`config.mk`:
```
export PLATFORM = sky130hd
export DESIGN_NAME = cfs_top
export DESIGN_NICKNAME = d
export VERILOG_FILES = /design/src/cfs_pkg.sv /design/src/cfs_follow_chk.sv /design/src/cfs_top.sv
export SDC_FILE = /design/constraint.sdc
export NUM_CORES = 1
export LEC_CHECK = 0
export ABC_AREA = 1
export BUFFER_PORTS_ARGS = -buffer_cell sky130_fd_sc_hd__buf_4
export CAP_MARGIN = 20
export CORE_MARGIN = 4
export CORE_UTILIZATION = 49
export DETAILED_ROUTE_END_ITERATION = 12
export PLACE_DENSITY = 0.83
export SETUP_SLACK_MARGIN = 0.2
export SYNTH_ARGS = -nofsm -noshare
export SYNTH_HDL_FRONTEND = slang
export SYNTH_SLANG_ARGS = --single-unit
export TNS_END_PERCENT = 10
```
`constraint.sdc`:
```
create_clock -name mclk -period 1.7 [get_ports mclk]
set_clock_uncertainty 0.15 [all_clocks]
set_input_delay 0.51 -clock mclk [delete_from_list [all_inputs] [get_ports mclk]]
set_output_delay 0.51 -clock mclk [all_outputs]
set_load 0.05 [all_outputs]
```
`src/cfs_pkg.sv`:
```
package cfs_pkg;
    localparam int unsigned CLK_MHZ = 100;
    localparam int unsigned T_TXDOM_US = 700;
    localparam int unsigned T_PERMDOM_US = 700;
    localparam int unsigned T_FOLLOW_NS = 275;
    localparam int unsigned TXDOM_CYC = T_TXDOM_US * CLK_MHZ;
    localparam int unsigned PERMDOM_CYC = T_PERMDOM_US * CLK_MHZ;
    // least wait for the echo, rounded up
    localparam int unsigned FOLLOW_CYC = (T_FOLLOW_NS * CLK_MHZ + 999) / 1000;
    localparam int unsigned MISS_LIMIT = 4;

    localparam int unsigned TMR_W = 17;
    localparam int unsigned FOL_W = 5;
    localparam int unsigned MISS_W = 3;
    localparam logic [FOL_W-1:0] FOL_LAST = FOL_W'(FOLLOW_CYC - 1);
    localparam logic [MISS_W-1:0] MISS_LAST = MISS_W'(MISS_LIMIT - 1);

    localparam logic [11:0] ADDR_CTRL = 12'h000;
    localparam logic [11:0] ADDR_STATUS = 12'h004;
    localparam logic [11:0] ADDR_MASK = 12'h008;
    localparam logic [11:0] ADDR_STATE = 12'h00c;

    localparam int unsigned ST_W = 5;
    localparam int unsigned B_TXDOM = 0;
    localparam int unsigned B_BUSREC = 1;
    localparam int unsigned B_PERMDOM = 2;
    localparam int unsigned B_ECHO = 3;
    localparam int unsigned B_ERR = 4;
    localparam logic [ST_W-1:0] OFF_MASK = 5'h0b;
    localparam int unsigned B_DIS = 0;

    typedef struct packed {
        logic armed;
        logic [FOL_W-1:0] wait_cnt;
        logic [MISS_W-1:0] miss;
        logic hit;
    } cfs_fol_t;

    typedef struct packed {
        logic [1:0] s_tx;
        logic [1:0] s_bus;
        logic [1:0] s_echo;
        logic tx_prev;
        logic dis;
        logic [ST_W-1:0] status;
        logic [ST_W-1:0] mask;
        logic [TMR_W-1:0] tx_tmr;
        logic [TMR_W-1:0] bus_tmr;
        logic can_tx_drv;
        logic can_rx_out;
        logic irq;
        logic pready;
        logic pslverr;
        logic [31:0] prdata;
    } cfs_top_t;
endpackage

```
`src/cfs_follow_chk.sv`:
```
`timescale 1ns/1ps
module cfs_follow_chk (
    input wire logic mclk,
    input wire logic rst,
    input wire logic en,
    input wire logic clear,
    input wire logic tx_dom,
    input wire logic tx_fall,
    input wire logic seen_dom,
    output logic hit
);
    cfs_pkg::cfs_fol_t q;
    cfs_pkg::cfs_fol_t n;

    always_comb begin
        n = q;
        n.hit = 1'b0;
        if (!en) begin
            n = '0;
        end else if (tx_fall) begin
            n.armed = 1'b1;
            n.wait_cnt = '0;
        end else if (q.armed) begin
            if (!tx_dom) begin
                // frame bit too short to judge
                n.armed = 1'b0;
            end else if (seen_dom) begin
                n.armed = 1'b0;
                n.miss = '0;
            end else if (q.wait_cnt == cfs_pkg::FOL_LAST) begin
                n.armed = 1'b0;
                if (q.miss == cfs_pkg::MISS_LAST) begin
                    n.hit = 1'b1;
                    n.miss = '0;
                end else begin
                    n.miss = miss_inc(q.miss);
                end
            end else begin
                n.wait_cnt = q.wait_cnt + 5'h01;
            end
        end
        // a hit found in the clearing cycle still goes out, the fault outranks the clear
        if (en && clear) begin
            n.armed = 1'b0;
            n.wait_cnt = '0;
            n.miss = '0;
        end
    end

    function automatic logic [cfs_pkg::MISS_W-1:0] miss_inc(input logic [cfs_pkg::MISS_W-1:0] v);
        miss_inc = v + 3'h1;
    endfunction

    always_ff @(posedge mclk) begin
        if (rst) begin
            q <= '0;
        end else begin
            q <= n;
        end
    end

    assign hit = q.hit;
endmodule

```
`src/cfs_top.sv`:
```
// Overview of operation
// - flag permanent dominant when the bus stays low longer than 700 us.
// - permanent dominant status latches; software reads it and clears it by writing one.
// - permanent dominant only reports; the transmitter stays enabled.
// - four echo misses after transmit goes dominant disable the transmitter.
// - echo status latches; transmitter stays off until software clears it.
// - transmit dominant too long or bus not following four times disables transmitter.
// - any fault sets the common error bit; one control bit disables all handling.
// - low on transmit or receive means dominant, high means recessive.
// - disabling for a missed bus follow takes effect on the fourth miss.
//
// The implementer's own choices: the address map and the APB interface to the registers.
`timescale 1ns/1ps
module cfs_top #(
    parameter logic [16:0] TXDOM_LIM = 17'(cfs_pkg::TXDOM_CYC),
    parameter logic [16:0] PERMDOM_LIM = 17'(cfs_pkg::PERMDOM_CYC)
) (
    input wire logic mclk,
    input wire logic rst,
    input wire logic psel,
    input wire logic penable,
    input wire logic pwrite,
    input wire logic [11:0] paddr,
    input wire logic [31:0] pwdata,
    output logic [31:0] prdata,
    output logic pready,
    output logic pslverr,
    input wire logic can_tx,
    input wire logic bus_rx,
    input wire logic rx_echo,
    output logic can_tx_drv,
    output logic can_rx_out,
    output logic irq
);
    cfs_pkg::cfs_top_t q;
    cfs_pkg::cfs_top_t n;
    logic tx;
    logic bus;
    logic echo;
    logic tx_fall;
    logic en;
    logic acc;
    logic done;
    logic wr;
    logic tx_off;
    logic busrec_hit;
    logic echo_hit;
    logic [cfs_pkg::ST_W-1:0] clr;
    logic [cfs_pkg::ST_W-1:0] set;

    function automatic logic mapped(input logic [11:0] a);
        mapped = (a == cfs_pkg::ADDR_CTRL) || (a == cfs_pkg::ADDR_STATUS) ||
                 (a == cfs_pkg::ADDR_MASK) || (a == cfs_pkg::ADDR_STATE);
    endfunction

    // synchronised views, low is dominant
    assign tx = q.s_tx[1];
    assign bus = q.s_bus[1];
    assign echo = q.s_echo[1];
    assign tx_fall = q.tx_prev & ~tx;
    assign en = ~q.dis;
    assign acc = psel & penable;
    assign done = acc & q.pready;
    assign wr = done & pwrite;
    assign clr = (wr && paddr == cfs_pkg::ADDR_STATUS) ? pwdata[cfs_pkg::ST_W-1:0] : '0;

    cfs_follow_chk u_bus_chk (
        .mclk(mclk),
        .rst(rst),
        .en(en),
        .clear(clr[cfs_pkg::B_BUSREC]),
        .tx_dom(~tx),
        .tx_fall(tx_fall),
        .seen_dom(~bus),
        .hit(busrec_hit)
    );

    cfs_follow_chk u_echo_chk (
        .mclk(mclk),
        .rst(rst),
        .en(en),
        .clear(clr[cfs_pkg::B_ECHO]),
        .tx_dom(~tx),
        .tx_fall(tx_fall),
        .seen_dom(~echo),
        .hit(echo_hit)
    );

    always_comb begin
        n = q;
        set = '0;
        n.s_tx = {q.s_tx[0], can_tx};
        n.s_bus = {q.s_bus[0], bus_rx};
        n.s_echo = {q.s_echo[0], rx_echo};
        n.tx_prev = tx;

        if (!en || tx || clr[cfs_pkg::B_TXDOM]) begin
            n.tx_tmr = '0;
        end else if (q.tx_tmr != TXDOM_LIM) begin
            n.tx_tmr = q.tx_tmr + 17'h00001;
        end
        if (!en || bus || clr[cfs_pkg::B_PERMDOM]) begin
            n.bus_tmr = '0;
        end else if (q.bus_tmr != PERMDOM_LIM) begin
            n.bus_tmr = q.bus_tmr + 17'h00001;
        end

        set[cfs_pkg::B_TXDOM] = en & ~tx & (q.tx_tmr == TXDOM_LIM);
        set[cfs_pkg::B_PERMDOM] = en & ~bus & (q.bus_tmr == PERMDOM_LIM);
        set[cfs_pkg::B_BUSREC] = en & busrec_hit;
        set[cfs_pkg::B_ECHO] = en & echo_hit;
        set[cfs_pkg::B_ERR] = |set[cfs_pkg::B_ECHO:cfs_pkg::B_TXDOM];
        // a new event outranks the same-cycle clear
        n.status = (q.status & ~clr) | set;

        if (wr && paddr == cfs_pkg::ADDR_CTRL) begin
            n.dis = pwdata[cfs_pkg::B_DIS];
        end
        if (wr && paddr == cfs_pkg::ADDR_MASK) begin
            n.mask = pwdata[cfs_pkg::ST_W-1:0];
        end

        // permanent dominant is absent from the off mask
        tx_off = ~n.dis & (|(n.status & cfs_pkg::OFF_MASK));

        // one wait state so every bus output comes from a flop
        n.pready = acc & ~q.pready;
        n.pslverr = acc & ~q.pready & ~mapped(paddr);
        n.prdata = '0;
        if (acc && !q.pready && !pwrite) begin
            unique case (paddr)
                cfs_pkg::ADDR_CTRL: n.prdata = {31'h0, q.dis};
                cfs_pkg::ADDR_STATUS: n.prdata = {27'h0, q.status};
                cfs_pkg::ADDR_MASK: n.prdata = {27'h0, q.mask};
                cfs_pkg::ADDR_STATE: n.prdata = {28'h0, echo, bus, tx, ~tx_off};
                default: n.prdata = '0;
            endcase
        end

        n.can_tx_drv = tx_off | tx;
        n.can_rx_out = bus;
        n.irq = |(n.status & n.mask);
    end

    always_ff @(posedge mclk) begin
        if (rst) begin
            q <= '0;
            q.s_tx <= 2'h3;
            q.s_bus <= 2'h3;
            q.s_echo <= 2'h3;
            q.tx_prev <= 1'b1;
            q.can_tx_drv <= 1'b1;
            q.can_rx_out <= 1'b1;
        end else begin
            q <= n;
        end
    end

    assign prdata = q.prdata;
    assign pready = q.pready;
    assign pslverr = q.pslverr;
    assign can_tx_drv = q.can_tx_drv;
    assign can_rx_out = q.can_rx_out;
    assign irq = q.irq;
endmodule

```
==> results.toml, run 1 <==
[status]
status = "finished, violations left"
violations = "setup timing"

[global_route]
overflow = 0
grt_max_degree = 18
track_usage = 0.2212
grt_pass1_vias = 3880
grt_pass1_wl_um = 17690
antenna_found_initial = 0

[timing]
finalCriticalPeriod_ns = 2.004
final.period_utilization = 1.179
slew_viol_final = 0
setup_viol = 9
finalHoldViolCount = 0
slew_headroom = 0.6621
clock.fmax_mhz = 499.0
layout_setup_ws_ns = -0.3041
rsz0062_at_grt = "true"
tightest_slew_ns = 0.5062

[power]
p_int_mw = 2.917
p_sw_frac = 0.2599
clkPwrFrac = 0.408
ir_worst_vdd_v = 0.0006571
p_comb_frac = 0.101
cellPowerDensity_mw_per_mm2 = 665.4
p_sw_mw = 1.024
seq_power_share = 0.491
cellLeakagePower_nw = 2.380

[place]
place_congestion = 0.8680
placed_cells = 714
dpl.hpwl_um = 6964
portBuffers = 34
placed_area_mm2 = 0.004772

[setup_path]
path_max_fanout = 4
critPathSlowestCell = "dfxtp_4"
crit_chain = "inv_2 -> ha_1 -> nand3_1 -> nor2_2 -> nand2_2 -> o21ai_1 -> inv_1 -> nand3_2 -> nand2_1 -> nand2_1 -> nor2_1 -> nor2_1"
required_ns = 1.83
crit_path_max_incr_delay_ns = 0.37
end_kind = "flip-flop"
arrival_ns = 2.14
worstSetupStartpointType = "flip-flop"
timing_worst_setup_path_type = "flip-flop to flip-flop"

[routing]
dr_total_vias = 4301
viasPerCell = 5.652
wl_per_cell_um = 17.76
totalWireLength_um = 13520
drtPass1Iterations = 5
drcViolationCount = 0
antenna_left = 0
drtIter0Drc = 257

[yosys]
ys_ff_latch = 82
yosysSeqAreaShare = 0.4067
synthArstFlopShare = 0
ys_types = 39
synth_area_mm2 = 0.004036
avgSynthCellArea_um2 = 7.688
synth_most_common_cell = "dfxtp_1"
netlist.area_leader.share = 0.4067
yosys_warnings = 0
synthTopCellsByCount = "dfxtp_1 (82), nand2_1 (81), nor2_1 (60)"
postSynthCellCount = 525
synth_top_cell_by_area = "dfxtp_1"
synth_top_flop_cell = "dfxtp_1"
synth_edf_count = 0
synthTopCellsByArea = "dfxtp_1 (41%), nand2_1 (7.5%), buf_4 (6.0%), a21oi_1 (5.7%), nor2_1 (5.6%)"

[layout]
design_area_mm2 = 0.005923
antenna_cells = 0
nets = 714
drive_above_1_share = 0.4552
final_cells = 761
syn2layout_area_growth_pct = 46.75
finish.utilization = 0.7510

[clocking]
cts_max_level = 3
clkTransAtPathRegs_ns = 0.09
clock_sinks = 82
numCtsBuffers = 9
tritoncts = "yes"
cts_hold_buffers = 0
clock_latency_ns = 0.37
clockBufferDepth = 2
cts_root_buf = "clkbuf_8"

[floorplanning]
rows = 32
core_area_mm2 = 0.007888
die_w_um = 98.76
ios = 89
start_util = 0.5117
die_h_um = 98.76
die_area_mm2 = 0.009754

[job]
cap_violations = 0

[worst_hold_path]
hp-class = "primary input to flip-flop"
## worst max-delay path: cells and delay by family, from the launching register on
kind	cells	cell delay, ns
AOI/OAI and AO/OA	1	0.21
adders and majority gates	1	0.15
buffers and inverters	2	0.20
DFF	1	0.37
and+or+nand+nor	8	0.85
## path summary, 6_finish.rpt
path	slack (ns)	depth (start not counted)	start	endpoint
worst max-delay path	-0.30	12	q[54]$_SDFFE_PP0P_	irq$_SDFF_PP0_
worst min-delay path	0.17	2	bus_rx	n[86]$_SDFF_PP1_
worst max register to register	-0.30	12	q[54]$_SDFFE_PP0P_	irq$_SDFF_PP0_
worst min register to register	0.28	1	n[84]$_SDFF_PP1_	echo$_SDFF_PP1_
## state kept, by name, indices dropped and copies added, names as in the netlist, 4 cells and up
signal	cells
u_echo_chk.q	9
n	4
u_bus_chk.q	9
prdata	5
q	46
## cell families after synthesis
family,share of synthesized area
buffers and inverters,0.1249
DFF,0.4067
adders and majority gates,0.02480
AOI/OAI and AO/OA,0.1193
other,0.0009291
and+or+nand+nor,0.3038
xor gates and xnor gates,0.01953
## power by group through the flow
stage,Sequential [mW],Combinational [mW],Clock [mW]
4_1_cts,1.94,0.353,1.59
6_report,1.94,0.396,1.61
5_1_grt,1.94,0.412,1.69
3_3_place_gp,1.98,0.319,0
3_5_place_dp,1.99,0.326,0
2_1_floorplan,1.99,0.252,0
## cell usage in the layout, fill, tap and decap left out, types with 11 or more instances in the layout
| master | netlist | layout |
|---|---|---|
| conb_1 | 1 | 27 |
| buf_6 | 2 | 17 |
| nor2_4 | 4 | 18 |
| dfxtp_2 | 0 | 15 |
| nand2_2 | 5 | 20 |
| nand3_1 | 34 | 24 |
| a21oi_1 | 46 | 34 |
| nand2_1 | 81 | 60 |
| dfxtp_1 | 82 | 61 |
| a21oi_2 | 4 | 14 |
| buf_4 | 32 | 99 |
| nor2_1 | 60 | 42 |
| inv_1 | 53 | 47 |
| nor2_2 | 7 | 11 |
| inv_2 | 7 | 12 |
## layer usage
layer / part of all wire / wire [um] / up-vias / GRT usage
li1: - / - / 1930 / -
met1: 0.36 / 4818 / 2049 / 0.2500
met2: 0.51 / 6892 / 224 / 0.4055
met3: 0.059 / 800 / 98 / 0.04246
met4: 0.075 / 1008 / 0 / 0.08824
met5: 0 / 0 / - / 0
## through the flow
step / power (mW) / setup WS (ns) / hold slack, ns / TNS, ns
after floorplan: 2.246 / -0.1048 / 0.2395 / -0.8138
after global placement: 2.304 / -0.3761 / 0.2453 / -16.28
after detailed placement: 2.311 / -0.4292 / 0.2483 / -19.49
after CTS: 3.881 / -0.02921 / 0.1768 / -0.02921
after global routing: 4.041 / -0.4093 / 0.1658 / -2.292
final: 3.942 / -0.3041 / 0.1721 / -0.6735
## timing repair
| item | in CTS | in global routing |
|---|---|---|
| resized for setup | 117 | 68 |
| setup buffers | 13 | 16 |
| gates cloned | 0 | 2 |
| endpoints found under the setup margin | 71 | 80 |
| pin swaps | 50 | 42 |
## final cells by class
| class | count | area [um^2] |
|---|---|---|
| Multi-Input combinational cell | 373 | 2547 |
| Sequential cell | 82 | 1683 |
| Clock inverter | 4 | 75.07 |
| Timing Repair Buffer | 127 | 1110 |
| Tap cell | 102 | 127.6 |
| Inverter | 61 | 235.2 |
| Clock buffer | 12 | 145.1 |
| Fill cell | 466 | 1964 |
Power figures use the tool's default switching activity.
==> run 2, diff against run 1 <==
- TNS_END_PERCENT: 10 -> 20
==> run 2 against run 1 <==
Against the previous run: the flow still finishes with violations (setup timing); clock power is 13% lower; wire length is 22% higher; cell area is 8.4% higher; critical path depth stayed put.
==> results.toml, run 2 (same netlist as run 1, synthesis figures left out) <==
[timing]
clock.fmax_mhz = 528.9
tightest_slew_ns = 0.4908
layout_setup_ws_ns = -0.1908
finalCriticalPeriod_ns = 1.891
rsz0062_at_grt = "true"
finalHoldViolCount = 0
slew_headroom = 0.6698
setup_viol = 22
hold_slack_ns = 0.1708
final.period_utilization = 1.112
slew_viol_final = 0

[layout]
nets = 737
antenna_cells = 0
final_common_cell = "buf_4"
nFillCells = 365
mostFrequentLayoutCells = "buf_4 (95), dfxtp_1 (55), nand2_1 (52)"
largest_reg_flops = 46
syn2layout_area_growth_pct = 59.14
regMostFlops = "q"
final_cells = 782
largestRegisters = "q (46), u_bus_chk.q (9), u_echo_chk.q (9)"
drive_above_1_share = 0.5426

[routing]
viasPerCell = 5.960
totalWireLength_um = 16450
wl_per_cell_um = 21.03
drcViolationCount = 0
dr_total_vias = 4661
drtIter0Drc = 310
antenna_left = 0
drtPass1Iterations = 6

[floorplanning]
ios = 89
rows = 32
start_util = 0.5117
die_area_mm2 = 0.009754
die_h_um = 98.76
core_area_mm2 = 0.007888
die_w_um = 98.76

[worst_hold_path]
hp-class = "primary input to flip-flop"

[place]
placed_cells = 713
dpl.hpwl_um = 6972
place_congestion = 0.8451
portBuffers = 34

[global_route]
overflow = 0
antenna_found_initial = 0
track_usage = 0.2615
grt_pass1_vias = 4283
grt_pass1_wl_um = 20490
grt_max_degree = 20

[job]
cap_violations = 0

[clocking]
cts_root_buf = "clkbuf_8"
numCtsBuffers = 9
clockBufferDepth = 2
clock_latency_ns = 0.37
clkTransAtPathRegs_ns = 0.09
clock_sinks = 82
cts_max_level = 3
tritoncts = "yes"

[status]
violations = "setup timing"
status = "finished, violations left"

[setup_path]
regToRegStartpoint = "pready$_SDFF_PP0_"
arrival_ns = 2.00
end_kind = "flip-flop"
path_max_fanout = 4
reg2regPathDepth = 11
cp-endpoint = "prdata[0]$_SDFF_PP0_"
required_ns = 1.81
reg2reg_slack_ns = -0.15
worstSetupStartpointType = "primary input"
timing_worst_setup_path_type = "primary input to flip-flop"
crit_start = "paddr[4]"
timing.rr.end = "irq$_SDFF_PP0_"

[power]
total_power_mw = 3.750
ir_worst_vdd_v = 0.0007654
cellPowerDensity_mw_per_mm2 = 583.8
cellLeakagePower_nw = 2.644
[run 2: changes by cell type in the layout (fill, tap and decap cells not counted), moves of 6 or more]
cell     before  now
a21oi_1      34   28
buf_6        17   44
dfxtp_1      61   55
inv_1        47   39
nand2_1      60   52
o21ai_0      10    4
o21ai_2       3   10
[run 2: final cells by class]
type / instances / area (um^2) / area share
flip-flops and latches: 82 / 1693 / 0.2635
repair buffers: 150 / 1384 / 0.2154
multi-input cells: 373 / 2804 / 0.4365
well taps: 102 / 127.6 / 0.01987
clock buffers: 11 / 131.4 / 0.02045
inverters: 61 / 241.5 / 0.03759
clock inverters: 3 / 42.54 / 0.006623
[run 2: worst max-delay path: stages]
cell and delay (ns):
buf_4 0.12, nor2_4 0.08, nand2_2 0.08, nor2_4 0.24, buf_6 0.16, nand4_4 0.11, nor2_2 0.16, nand2_1 0.10
o21ai_1 0.17, nand2_2 0.11, nand2_1 0.09, a21oi_2 0.07
[run 2: timing repair]
item	4_1_cts	5_1_grt
gates cloned	1	1
setup endpoints to repair	66	83
setup buffers	31	22
hold buffers	0	0
pin swaps	83	60
resized for setup	161	123
[run 2: how the worst min path moves through the flow]
stage,cells past startpoint,start,end,slack [ns]
2_1_floorplan,1,n[86]$_SDFF_PP1_,bus$_SDFF_PP1_,0.24
3_3_place_gp,1,n[88]$_SDFF_PP1_,n[82]$_SDFF_PP1_,0.24
3_5_place_dp,1,n[88]$_SDFF_PP1_,n[82]$_SDFF_PP1_,0.24
4_1_cts,2,bus_rx,n[86]$_SDFF_PP1_,0.17
5_1_grt,2,bus_rx,n[86]$_SDFF_PP1_,0.16
6_report,2,bus_rx,n[86]$_SDFF_PP1_,0.17
[run 2: layer usage]
| layer | vias to the layer above | part of all wire | global-route usage |
|---|---|---|---|
| met2 | 320 | 0.52 | 0.4726 |
| met4 | 0 | 0.077 | 0.1471 |
| li1 | 1979 | - | - |
| met5 | - | 0 | 0 |
| met3 | 122 | 0.074 | 0.05803 |
| met1 | 2240 | 0.33 | 0.2784 |
[run 2: where the power goes]
part | internal, mW | switching, mW | leakage (nW) | total (mW)
combinational | 0.127 | 0.285 | 1.88 | 0.412
sequential | 1.92 | 0.0132 | 0.676 | 1.94
clock | 0.663 | 0.739 | 0.0853 | 1.40
total | 2.71 | 1.04 | 2.64 | 3.75
[run 2: stage by stage]
step                setup WS (ns)  TNS (ns)  area [um^2]    util
floorplan                 -0.1042   -0.6890         4209       -
global route              -0.2238    -2.450         6424  0.8144
CTS                     -0.006936  -0.01350         5811  0.7367
finish                    -0.1908    -1.441         6424  0.8144
detailed placement        -0.3817    -14.05         4808  0.6096
global placement          -0.3312    -12.56         4808  0.6096
==> run 3, diff against run 2 <==
- CAP_MARGIN: 20 -> 25
- MAX_ROUTING_LAYER: unset -> met4
==> run 3 against run 2 <==
Against the previous run: the run still ends with setup timing left; worst hold slack worse by 0.0011 ns; final cell count stayed put; maximum frequency is 1.7% lower; critical path type is now flip-flop to flip-flop.
==> results.toml, run 3 (same netlist as run 1, synthesis figures left out) <==
[status]
status = "finished, violations left"
violations = "setup timing"

[place]
dpl.hpwl_um = 6972
placed_cells = 713
portBuffers = 34
place_congestion = 0.8583
placed_area_mm2 = 0.004808
preCtsSetupSlack_ns = -0.3817

[timing]
final.period_utilization = 1.132
hold_slack_ns = 0.1697
rsz0062_at_grt = "true"
setup_viol = 28
finalHoldViolCount = 0
slew_viol_final = 0
fin_setup_tns_ns = -1.569
finalCriticalPeriod_ns = 1.924
layout_setup_ws_ns = -0.2242
clock.fmax_mhz = 519.7

[layout]
final_common_cell = "buf_4"
finish.utilization = 0.8135
nFillCells = 368
largest_reg_flops = 46
antenna_cells = 0
mostFrequentLayoutCells = "buf_4 (94), dfxtp_1 (55), nand2_1 (53)"
syn2layout_area_growth_pct = 58.96
drive_above_1_share = 0.5397
final_cells = 782
largestRegisters = "q (46), u_bus_chk.q (9), u_echo_chk.q (9)"
regMostFlops = "q"
design_area_mm2 = 0.006416
nets = 737

[power]
cellLeakagePower_nw = 2.629
clkPwrFrac = 0.372
total_power_mw = 3.738
p_int_mw = 2.712
p_sw_mw = 1.025
p_sw_frac = 0.2743
p_comb_frac = 0.111
ir_worst_vdd_v = 0.0006296
cellPowerDensity_mw_per_mm2 = 582.6
seq_power_share = 0.518

[routing]
drtPass1Iterations = 8
wl_per_cell_um = 20.91
antenna_left = 0
dr_total_vias = 4665
totalWireLength_um = 16350
drtIter0Drc = 412
drcViolationCount = 0
viasPerCell = 5.965

[floorplanning]
die_w_um = 98.76
start_util = 0.5117
rows = 32
die_area_mm2 = 0.009754
ios = 89
die_h_um = 98.76
core_area_mm2 = 0.007888

[worst_hold_path]
holdPathEnd = "n[86]$_SDFF_PP1_"
hp-class = "primary input to flip-flop"
hold_path.startpoint = "bus_rx"
holdPathStages = 2

[clocking]
clkTransAtPathRegs_ns = 0.09
numCtsBuffers = 9
cts_root_buf = "clkbuf_8"
clockBufferDepth = 2
tritoncts = "yes"
clock_latency_ns = 0.37
cts_max_level = 3
clock_sinks = 82

[setup_path]
crit_chain = "inv_1 -> nand2_1 -> inv_1 -> nor2_1 -> o21ai_2 -> inv_2 -> nand3_1 -> nand2_1 -> nand2_1 -> nor2_2 -> nor2_1"
arrival_ns = 2.03
required_ns = 1.80
regToRegStartpoint = "q[81]$_SDFF_PP0_"
worstSetupStartpointType = "flip-flop"
crit_family = "simple AND/OR/NAND/NOR gates"
path_max_fanout = 4
reg2regPathDepth = 11
cp_num_buf_inv = 3
timing.rr.end = "irq$_SDFF_PP0_"
timing_worst_setup_path_type = "flip-flop to flip-flop"
reg2reg_slack_ns = -0.22
crit_path_max_incr_delay_ns = 0.47
cpMostUsedCell = "nand2_1"
critPathSlowestCell = "dfxtp_1"
end_kind = "flip-flop"

[global_route]
grt_max_degree = 20
grt_pass1_wl_um = 20510
grt_pass1_vias = 4282
antenna_found_initial = 0
overflow = 0
track_usage = 0.2695

[job]
cap_violations = 0
==> run 3: cell counts in the layout (fill, tap and decap cells not counted) <==
Identical to the previous run, type by type.
==> run 3: final cells by class <==
cell class	count	area, um^2	share of cell area
sequential	82	1693	0.2638
clock buffer	11	131.4	0.02048
tap	102	127.6	0.01989
clock inverter	3	42.54	0.006630
timing repair buffer	150	1388	0.2163
inverter	61	241.5	0.03764
multi-input combinational	373	2793	0.4353
==> run 3: power by group through the flow <==
| stage | Combinational (mW) | Clock, mW | Sequential [mW] |
|---|---|---|---|
| after floorplan | 0.255 | 0 | 1.99 |
| after global placement | 0.322 | 0 | 1.98 |
| after detailed placement | 0.329 | 0 | 1.99 |
| after CTS | 0.364 | 1.36 | 1.94 |
| after global routing | 0.428 | 1.49 | 1.94 |
| final | 0.413 | 1.39 | 1.94 |
==> run 3: what timing repair did <==
action,4_1_cts,5_1_grt
hold buffers,0,0
cloned,1,1
gates resized for setup,161,120
setup endpoints to repair,66,83
setup buffers,31,22
pin swaps,83,60
==> run 3: worst max-delay path by stage <==
| stage | start | end | depth (start not counted) |
|---|---|---|---|
| after detailed placement | paddr[5] | prdata[0]$_SDFF_PP0_ | 12 |
| after CTS | q[54]$_SDFFE_PP0P_ | q[66]$_SDFFE_PP0P_ | 10 |
| final | q[81]$_SDFF_PP0_ | irq$_SDFF_PP0_ | 11 |
| after global placement | paddr[5] | prdata[0]$_SDFF_PP0_ | 12 |
| after floorplan | paddr[1] | q[42]$_SDFFE_PP0P_ | 10 |
| after global routing | q[56]$_SDFFE_PP0P_ | prdata[0]$_SDFF_PP0_ | 10 |
==> run 3: routing by layer <==
metal | up-vias | wire [um] | GRT usage
met3 | 144 | 1244 | 0.05803
met2 | 341 | 8416 | 0.4726
met4 | 0 | 1325 | 0.1471
li1 | 1980 | - | -
met5 | - | 0 | -
met1 | 2200 | 5362 | 0.2793
